File: config.mk
export PLATFORM = sky130hd
export DESIGN_NAME = auto_link_power_saving
export DESIGN_NICKNAME = d
export VERILOG_FILES = /design/src/rtl/link_power_pkg.sv /design/src/rtl/auto_link_power_saving.sv
export VERILOG_INCLUDE_DIRS = /design/src /design/src/rtl
export SDC_FILE = /design/constraint.sdc
export NUM_CORES = 1
export LEC_CHECK = 0
export BUFFER_PORTS_ARGS = -buffer_cell sky130_fd_sc_hd__buf_2
export CAP_MARGIN = 30
export CELL_PAD_IN_SITES_DETAIL_PLACEMENT = 1
export CELL_PAD_IN_SITES_GLOBAL_PLACEMENT = 1
export CORE_MARGIN = 5
export CORE_UTILIZATION = 49
export CTS_CLUSTER_DIAMETER = 150
export CTS_CLUSTER_SIZE = 24
export DETAILED_ROUTE_END_ITERATION = 6
export GPL_ROUTABILITY_DRIVEN = 0
export PLACE_DENSITY = 0.76
export REMOVE_ABC_BUFFERS = 1
export SLEW_MARGIN = 20
export SYNTH_ARGS = -nofsm -noshare
export SYNTH_HDL_FRONTEND = slang
export SYNTH_SLANG_ARGS = --single-unit
File: constraint.sdc
create_clock -name sys_clk -period 4.7 [get_ports sys_clk]
set_input_delay 0.47 -clock sys_clk [delete_from_list [all_inputs] [get_ports sys_clk]]
set_output_delay 0.47 -clock sys_clk [all_outputs]
set_load 0.02 [all_outputs]
File: src/rtl/link_power_defs.svh
/*
  Constants for the copper link power saver: field positions, timer codes,
  and timing counts at the 250 MHz core clock.
  Assumes the includer uses the macros by bare name; definitions only.
*/
// Function
// Per-port power saving enabled by bit 28.6
// Alternate low power and wake-up without energy
// Energy detected moves to normal operation
// Autoneg link loss returns low after timeout
// Reset starts in low power state
// Forced speed: stay normal after energy
// Autoneg disabled in normal: stay normal
// Low power gates blocks, keeps management, monitors
// Sleep timer 20E1.14:13, randomized -80/+60 ms
// Wake-up sends up to three bursts, alternating
// Management interface alive in wake-up state
// After wake-up transmission return to low power
// Link timeout set by bits 28.7, 28.2
// Mode disabled holds normal operation always
`ifndef LINK_POWER_DEFS_SVH
`define LINK_POWER_DEFS_SVH

// ----------------------------------------------------------------
// Clock
// ----------------------------------------------------------------
`define CLK_PERIOD_NS      4
`define CYC_PER_MS         (1000000 / `CLK_PERIOD_NS)

// ----------------------------------------------------------------
// Register field positions
// ----------------------------------------------------------------
`define EN_BIT_POS         6
`define TMO_HI_POS         7
`define TMO_LO_POS         2
`define SLEEP_MSB          14
`define SLEEP_LSB          13
`define WAKE_MSB           12
`define WAKE_LSB           11

// ----------------------------------------------------------------
// Times in ms per two-bit code, reset codes, jitter, burst and LFSR settings
// ----------------------------------------------------------------
`define SLEEP_MS_0         1000
`define SLEEP_MS_1         2000
`define SLEEP_MS_2         3000
`define SLEEP_MS_3         4000
`define SLEEP_CODE_RST     2'h1
`define WAKE_MS_0          160
`define WAKE_MS_1          400
`define WAKE_MS_2          800
`define WAKE_MS_3          2000
`define WAKE_CODE_RST      2'h0
`define TMO_MS_0           1000
`define TMO_MS_1           2000
`define TMO_MS_2           3000
`define TMO_MS_3           4000
`define JIT_MINUS_MS       80
`define JIT_PLUS_MS        60
`define BURST_MAX          3
`define BURST_SPACING_MS   16
`define LFSR_SEED          16'hACE1

`endif

File: src/rtl/link_power_pkg.sv
/*
  Types for the copper link power saver.
  Assumes the constants header is compiled alongside.
*/
package link_power_pkg;
  typedef enum logic [1:0] {
    LOW_POWER,
    PARTNER_WAKE,
    NORMAL_OP
  } power_state_t;
endpackage

File: src/rtl/auto_link_power_saving.sv
/*
  Per-port automatic link power saving state machine.
  Assumes all inputs synchronous to sys_clk; timers are counted in ms ticks.
*/
`timescale 1ns/1ps
`include "link_power_defs.svh"
`default_nettype none
module auto_link_power_saving #(
  parameter int unsigned MS_CYCLES = `CYC_PER_MS      // Cycles per ms, shorten in sim
) (
  input  wire  logic                       sys_clk,         // Core clock, 250 MHz
  input  wire  logic                       arst_n,          // Async reset, active low
  input  wire  logic                       savingEnable,    // Reg bit 28.6
  input  wire  logic                       timeoutHi,       // Reg bit 28.7
  input  wire  logic                       timeoutLo,       // Reg bit 28.2
  input  wire  logic [1:0]                 sleepCode,       // Reg bits 20E1.14:13
  input  wire  logic [1:0]                 wakeCode,        // Reg bits 20E1.12:11
  input  wire  logic                       energyDetect,    // Media signal energy
  input  wire  logic                       autonegEnable,   // Autonegotiation on
  input  wire  logic                       linkUp,          // Link status
  output var   link_power_pkg::power_state_t powerState,    // Current state
  output logic                             blocksPowerDown, // Gate major digital blocks
  output logic                             burstStart,      // One-cycle burst trigger
  output logic                             burstPairB       // Pair for the burst, 1=B
);
  import link_power_pkg::*;

  // ----------------------------------------------------------------
  // Time tables
  // ----------------------------------------------------------------
  // Sleep time in ms for a code
  function automatic logic [12:0] sleepMs(input logic [1:0] c);
    unique case (c)
      2'h0: sleepMs = 13'(`SLEEP_MS_0);
      2'h1: sleepMs = 13'(`SLEEP_MS_1);
      2'h2: sleepMs = 13'(`SLEEP_MS_2);
      2'h3: sleepMs = 13'(`SLEEP_MS_3);
    endcase
  endfunction

  // Wake duration in ms for a code
  function automatic logic [12:0] wakeMs(input logic [1:0] c);
    unique case (c)
      2'h0: wakeMs = 13'(`WAKE_MS_0);
      2'h1: wakeMs = 13'(`WAKE_MS_1);
      2'h2: wakeMs = 13'(`WAKE_MS_2);
      2'h3: wakeMs = 13'(`WAKE_MS_3);
    endcase
  endfunction

  // Link time-out in ms from the split field
  function automatic logic [12:0] tmoMs(input logic [1:0] c);
    unique case (c)
      2'h0: tmoMs = 13'(`TMO_MS_0);
      2'h1: tmoMs = 13'(`TMO_MS_1);
      2'h2: tmoMs = 13'(`TMO_MS_2);
      2'h3: tmoMs = 13'(`TMO_MS_3);
    endcase
  endfunction

  // ----------------------------------------------------------------
  // Millisecond tick
  // ----------------------------------------------------------------
  logic [31:0]  tickCnt;        // Cycle prescaler
  logic [31:0]  next_tickCnt;   // Next prescaler value
  logic         msTick;         // One ms elapsed

  // Free-running prescaler keeps all timers on one coarse tick
  always_comb begin
    msTick       = (tickCnt == 32'(MS_CYCLES - 1));
    next_tickCnt = msTick ? 32'h0 : tickCnt + 32'h1;
  end

  always_ff @(posedge sys_clk or negedge arst_n) begin
    if (!arst_n) begin
      tickCnt <= 32'h0;
    end else begin
      tickCnt <= next_tickCnt;
    end
  end

  // ----------------------------------------------------------------
  // Random jitter source
  // ----------------------------------------------------------------
  logic [15:0]  lfsr;           // Pseudo-random state
  logic [15:0]  next_lfsr;      // Next LFSR value
  logic [7:0]   jitter;         // 0..140 ms offset above minimum

  // Runs every cycle so two ports drift apart; avoids lock-step sleeping
  always_comb begin
    next_lfsr = {lfsr[14:0], lfsr[15] ^ lfsr[13] ^ lfsr[12] ^ lfsr[10]};
    jitter    = (lfsr[7:0] > 8'(`JIT_MINUS_MS + `JIT_PLUS_MS))
              ? 8'(lfsr[7:0] - 8'(`JIT_MINUS_MS + `JIT_PLUS_MS + 1)) : lfsr[7:0];
  end

  always_ff @(posedge sys_clk or negedge arst_n) begin
    if (!arst_n) begin
      lfsr <= `LFSR_SEED;
    end else begin
      lfsr <= next_lfsr;
    end
  end

  // ----------------------------------------------------------------
  // State machine and timers
  // ----------------------------------------------------------------
  power_state_t state;          // Present state
  power_state_t next_state;     // Next state
  logic [12:0]  msLeft;         // Remaining ms in timed phase
  logic [12:0]  next_msLeft;    // Next remaining ms
  logic [12:0]  burstGap;       // ms until next burst
  logic [12:0]  next_burstGap;  // Next burst gap
  logic [1:0]   burstsSent;     // Bursts sent this wake-up
  logic [1:0]   next_burstsSent;// Next burst count
  logic         pairB;          // Pair of last burst
  logic         next_pairB;     // Next pair
  logic         stickyNormal;   // Stay normal despite link drop
  logic         next_stickyNormal; // Next sticky flag
  logic         linkLost;       // Timing a link loss
  logic         next_linkLost;  // Next link loss flag
  logic         fireBurst;      // Launch a burst this cycle

  always_comb begin
    next_state        = state;
    next_msLeft       = msLeft;
    next_burstGap     = burstGap;
    next_burstsSent   = burstsSent;
    next_pairB        = pairB;
    next_stickyNormal = stickyNormal;
    next_linkLost     = linkLost;
    fireBurst         = 1'b0;
    if (!savingEnable) begin
      next_state        = NORMAL_OP;
      next_linkLost     = 1'b0;
      next_stickyNormal = 1'b0;                      // Fresh start on re-enable
    end else begin
      unique case (state)
        LOW_POWER: begin
          if (energyDetect) begin
            next_state        = NORMAL_OP;
            next_stickyNormal = !autonegEnable;
            next_linkLost     = 1'b0;
          end else if (msTick) begin
            if (msLeft <= 13'h1) begin
              next_state      = PARTNER_WAKE;
              next_msLeft     = wakeMs(wakeCode);
              next_burstGap   = 13'h0;
              next_burstsSent = 2'h0;
            end else begin
              next_msLeft = msLeft - 13'h1;
            end
          end
        end
        PARTNER_WAKE: begin
          if (energyDetect) begin
            next_state        = NORMAL_OP;
            next_stickyNormal = !autonegEnable;
            next_linkLost     = 1'b0;
          end else if (msTick) begin
            if (msLeft <= 13'h1) begin
              next_state  = LOW_POWER;
              next_msLeft = 13'(sleepMs(sleepCode) - 13'(`JIT_MINUS_MS) + 13'(jitter));
            end else begin
              next_msLeft = msLeft - 13'h1;
              if (burstGap == 13'h0 && burstsSent < 2'(`BURST_MAX)) begin
                fireBurst       = 1'b1;
                next_burstsSent = burstsSent + 2'h1;
                next_pairB      = !pairB;
                next_burstGap   = 13'(`BURST_SPACING_MS);
              end else if (burstGap != 13'h0) begin
                next_burstGap = burstGap - 13'h1;
              end
            end
          end
        end
        NORMAL_OP: begin
          if (!autonegEnable) begin
            next_stickyNormal = 1'b1;
          end
          if (linkUp || stickyNormal) begin
            next_linkLost = 1'b0;
          end else if (!linkLost) begin
            next_linkLost = 1'b1;
            next_msLeft   = tmoMs({timeoutHi, timeoutLo});
          end else if (msTick) begin
            if (msLeft <= 13'h1) begin
              next_state    = LOW_POWER;
              next_linkLost = 1'b0;
              next_msLeft   = 13'(sleepMs(sleepCode) - 13'(`JIT_MINUS_MS) + 13'(jitter));
            end else begin
              next_msLeft = msLeft - 13'h1;
            end
          end
        end
        default: next_state = LOW_POWER;             // Illegal code recovers to sleep
      endcase
    end
  end

  always_ff @(posedge sys_clk or negedge arst_n) begin
    if (!arst_n) begin
      state        <= LOW_POWER;
      msLeft       <= 13'(`SLEEP_MS_1);
      burstGap     <= 13'h0;
      burstsSent   <= 2'h0;
      pairB        <= 1'b1;
      stickyNormal <= 1'b0;
      linkLost     <= 1'b0;
    end else begin
      state        <= next_state;
      msLeft       <= next_msLeft;
      burstGap     <= next_burstGap;
      burstsSent   <= next_burstsSent;
      pairB        <= next_pairB;
      stickyNormal <= next_stickyNormal;
      linkLost     <= next_linkLost;
    end
  end

  // ----------------------------------------------------------------
  // Outputs
  // ----------------------------------------------------------------
  // Registered so downstream power gates never glitch
  always_ff @(posedge sys_clk or negedge arst_n) begin
    if (!arst_n) begin
      powerState      <= LOW_POWER;
      blocksPowerDown <= 1'b1;
      burstStart      <= 1'b0;
      burstPairB      <= 1'b0;
    end else begin
      powerState      <= next_state;
      blocksPowerDown <= (next_state != NORMAL_OP);
      burstStart      <= fireBurst;
      burstPairB      <= next_pairB;
    end
  end

  // ----------------------------------------------------------------
  // Assertions
  // ----------------------------------------------------------------
  disabled_normal_a: assert property (@(posedge sys_clk) disable iff (!arst_n)
    !savingEnable |=> state == NORMAL_OP) else $error("Disabled mode left normal");
  energy_wakes_a: assert property (@(posedge sys_clk) disable iff (!arst_n)
    savingEnable && state != NORMAL_OP && energyDetect |=> state == NORMAL_OP)
    else $error("Energy did not wake port");
  burst_only_wake_a: assert property (@(posedge sys_clk) disable iff (!arst_n)
    burstStart |-> $past(state) == PARTNER_WAKE) else $error("Burst outside wake-up");
  burst_limit_a: assert property (@(posedge sys_clk) disable iff (!arst_n)
    burstsSent == 2'(`BURST_MAX) |=> !burstStart) else $error("Too many bursts");
  burst_alternate_a: assert property (@(posedge sys_clk) disable iff (!arst_n)
    burstStart |-> burstPairB != $past(pairB)) else $error("Pair did not alternate");
  gate_matches_a: assert property (@(posedge sys_clk) disable iff (!arst_n)
    blocksPowerDown == (powerState != NORMAL_OP)) else $error("Gate mismatch");
  sticky_stays_a: assert property (@(posedge sys_clk) disable iff (!arst_n)
    state == NORMAL_OP && stickyNormal && savingEnable |=> state == NORMAL_OP)
    else $error("Sticky normal left");
  wake_to_low_a: assert property (@(posedge sys_clk) disable iff (!arst_n)
    state == PARTNER_WAKE && !energyDetect && savingEnable && msTick && msLeft <= 13'h1
    |=> state == LOW_POWER) else $error("Wake-up did not return low");
  low_timeout_a: assert property (@(posedge sys_clk) disable iff (!arst_n)
    state == NORMAL_OP && $past(state) == NORMAL_OP && linkLost && !linkUp && savingEnable
    && !stickyNormal && msTick && msLeft <= 13'h1 |=> state == LOW_POWER)
    else $error("Link timeout missed");

  wake_seen_c: cover property (@(posedge sys_clk) disable iff (!arst_n)
    state == LOW_POWER ##1 state == PARTNER_WAKE);
  burst_seen_c: cover property (@(posedge sys_clk) disable iff (!arst_n) burstStart);
  up_seen_c: cover property (@(posedge sys_clk) disable iff (!arst_n)
    state == PARTNER_WAKE ##1 state == NORMAL_OP);
  drop_seen_c: cover property (@(posedge sys_clk) disable iff (!arst_n)
    state == NORMAL_OP ##1 state == LOW_POWER);
endmodule
`default_nettype wire

==> flow_summary.toml <==
[route]
drtPass1Iterations = 5
drc = 0
routedWlPerCell_um = 18.8
antenna_left = 0
drt_iter0_drc = 197
via_per_inst = 6.11
routed_wl_mm = 13.4
vias = 4359

[critical_path]
path_class = "flop to flop"
critPathMaxFanout = 7
endpoint_kind = "flop"
arrival_ns = 4.18
startpoint_type = "flop"
cp.required_ns = 4.99

[clock_network]
postCtsHoldBufs = 0
clock-sinks = 84
path_clk_slew_ns = 0.10
htreeDepth = 3
cts_buffer_depth = 2
cts_resized = 0
cts_root_buffer = "clkbuf_8"
clk_latency_ns = 0.38
cts_made_buffers = 9
post-cts-setup-buffer-count = 0
cts_tree = "done"

[timing]
hold_viol_final = 0
setup_violations = 0
finClkSkew_ns = 0.0141
tightestPinTransition_ns = 0.805
slew_headroom_pct = 46.2
layout_setup_ws_ns = 0.804
period_share_pct = 82.9
rsz0062_at_grt = "false"
fmaxAchievable_mhz = 257
tns_ns = 0
drv_slew = 0
min_period_ns = 3.90

[logic_synthesis]
ys_seq_area_share_pct = 41.5
synth-xor-area-share_pct = 7.70
ys_ff_latch = 84
syn-cell-area_um2 = 5120
syn_avg_cell_area_um2 = 9.14
synth-main-ff-cell = "dfrtp_1"
synth_edf_count = 0
synth.distinct_cells = 63
synth-adder-area-share_pct = 7.48
synth_compound_area_share_pct = 15.2
syn-instance-count = 560
synthMuxAreaShare_pct = 0.196
synth_top_family_by_area = "simple AND/OR/NAND/NOR gates"
async_flop_share_pct = 100
yosys_warnings = 0
synth_simple_gate_area_share_pct = 24.4

[floorplanning]
initial_core_util_pct = 49.8
die-area_um2 = 12600
die_height_um = 112
die_w_um = 112
io_pins = 17
core_um2 = 10300
rows = 37

[grt]
overflow = 0
first_global_vias = 4650
grt_max_degree = 44
antenna_found_initial = 0
grtUsageTotal_pct = 22.6
grt_pass1_wl_mm = 23.0

[power]
sequentialPowerShare_pct = 49.6
leakage_nw = 2.46
p_int_mw = 1.13
p_sw_share_pct = 28.4
ir_worst_vdd_mv = 0.203
combPwrFrac_pct = 12.7
p_clk_share_pct = 37.6
power_density_nw_per_um2 = 284
p_sw_uw = 450

[placed_design]
dpl.hpwl_mm = 9.63
placedCellCount = 697
port_buffers = 16
pre_cts_slack_ns = 0.858

[layout]
drive_above_1_share_pct = 11.9
final_util_pct = 54.1
syn2layout_area_growth_pct = 8.68
final_common_cell = "dfrtp_1"
num_antenna_cells = 0
final_cell_mix = "68 x dfrtp_1, 65 x nor2_1, 43 x nand2_1, 29 x ha_1, 25 x inv_1"
layout.cells.non_filler = 714
nets = 615

[run_status]
status = "complete, no violations"

[hold_path]
min-delay-path-class = "primary input to async pin"

[job]
cap_violations = 0
Yosys cell counts (all sizes together) (5+ instances only):
library cell	number	area [um2]
nor4	15	109
buf	7	40.0
xnor2	24	210
nor3b	5	37.5
o22ai	7	43.8
a21oi	16	80.1
or2	6	37.5
nand4	17	106
o31ai	5	37.5
and2	6	40.0
o211ai	6	45.0
nor4b	5	43.8
nor3	17	85.1
a31oi	19	119
or4	8	67.6
and4	5	43.8
nor2	66	250
inv	25	93.8
and3	5	31.3
nand3	22	110
clkbuf	13	48.8
o21ai	25	125
nand2	43	161
xor2	21	184
dfrtp	68	1700
dfstp	16	420
a21o	7	52.6
or3	8	50.1
ha	29	363
registers in the layout (all words and copies together) (netlist names):
name and cells:
tickCnt 32, blocksPowerDown 1, burstGap 13, powerState 2
pairB 1, msLeft 13, linkLost 1, burstsSent 2
burstPairB 1, burstStart 1, lfsr 16, stickyNormal 1
worst max-delay path: stages (launching register included):
cell,delay (ns)
dfstp_2,0.57
inv_1,0.07
ha_1,0.21
nand3b_1,0.15
a21boi_1,0.42
o21ai_0,0.25
xor2_1,0.20
ha_1,0.29
inv_1,0.04
ha_1,0.23
fa_1,0.42
nand3_1,0.09
nand2_1,0.10
xor2_1,0.21
a31oi_1,0.12
a221oi_1,0.32
o31ai_1,0.11
final timing paths:
| check | depth (start not counted) | from | slack, ns | to |
|---|---|---|---|---|
| worst max-delay path | 16 | lfsr[0] | 0.80 | msLeft[10] |
| worst min-delay path | 1 | arst_n | 0.07 | tickCnt[5] |
| max in group asynchronous | 2 | arst_n | 3.94 | msLeft[6] |
| worst max register to register | 16 | lfsr[0] | 0.80 | msLeft[10] |
| worst min register to register | 0 | lfsr[9] | 0.36 | lfsr[10] |
| min in group sys_clk | 0 | lfsr[9] | 0.36 | lfsr[10] |
kinds of logic (layout without fill, tap and decap cells):
family                   after synthesis  after routing
multiplexers                           1              1
AO/OA/AOI/OAI                        116            116
AND/OR/NAND/NOR                      239            239
flip-flops                            84             84
buffers and inverters                 45             63
XOR/XNOR                              45             45
adder cells (fa/ha/maj)               30             30
cell type report:
type | instances | area [um2]
Clock buffer | 9 | 124
Inverter | 25 | 93.8
Sequential cell | 84 | 2120
Clock inverter | 7 | 98.8
Timing Repair Buffer | 22 | 134
Tap cell | 136 | 170
Multi-Input combinational cell | 431 | 2820
Fill cell | 1183 | 4710
metrics by stage:
stage	hold WS [ns]	area, um2	total power, mW
finish	0.0717	5560	1.58
global route	0.0976	5560	1.66
CTS	0.0790	5560	1.60
detailed placement	0.342	5340	0.998
global placement	0.336	5310	0.988
floorplan	0.174	5030	0.920
power by group through the flow:
stage          clock network, mW  logic, mW  registers [mW]
2_1_floorplan                  0      0.134           0.786
3_3_place_gp                   0      0.192           0.796
3_5_place_dp                   0      0.201           0.797
4_1_cts                    0.612      0.202           0.785
5_1_grt                    0.648      0.226           0.789
6_report                   0.595      0.201           0.785
per-layer routing:
| layer | vias to the layer above | track usage, % | wire length [um] |
|---|---|---|---|
| li1 | 2062 | - | - |
| met1 | 2210 | 28.0 | 5830 |
| met2 | 71 | 39.1 | 6880 |
| met3 | 16 | 5.39 | 514 |
| met4 | 0 | 6.73 | 177 |
| met5 | - | 0 | 0 |
Power figures use the tool's default switching activity.
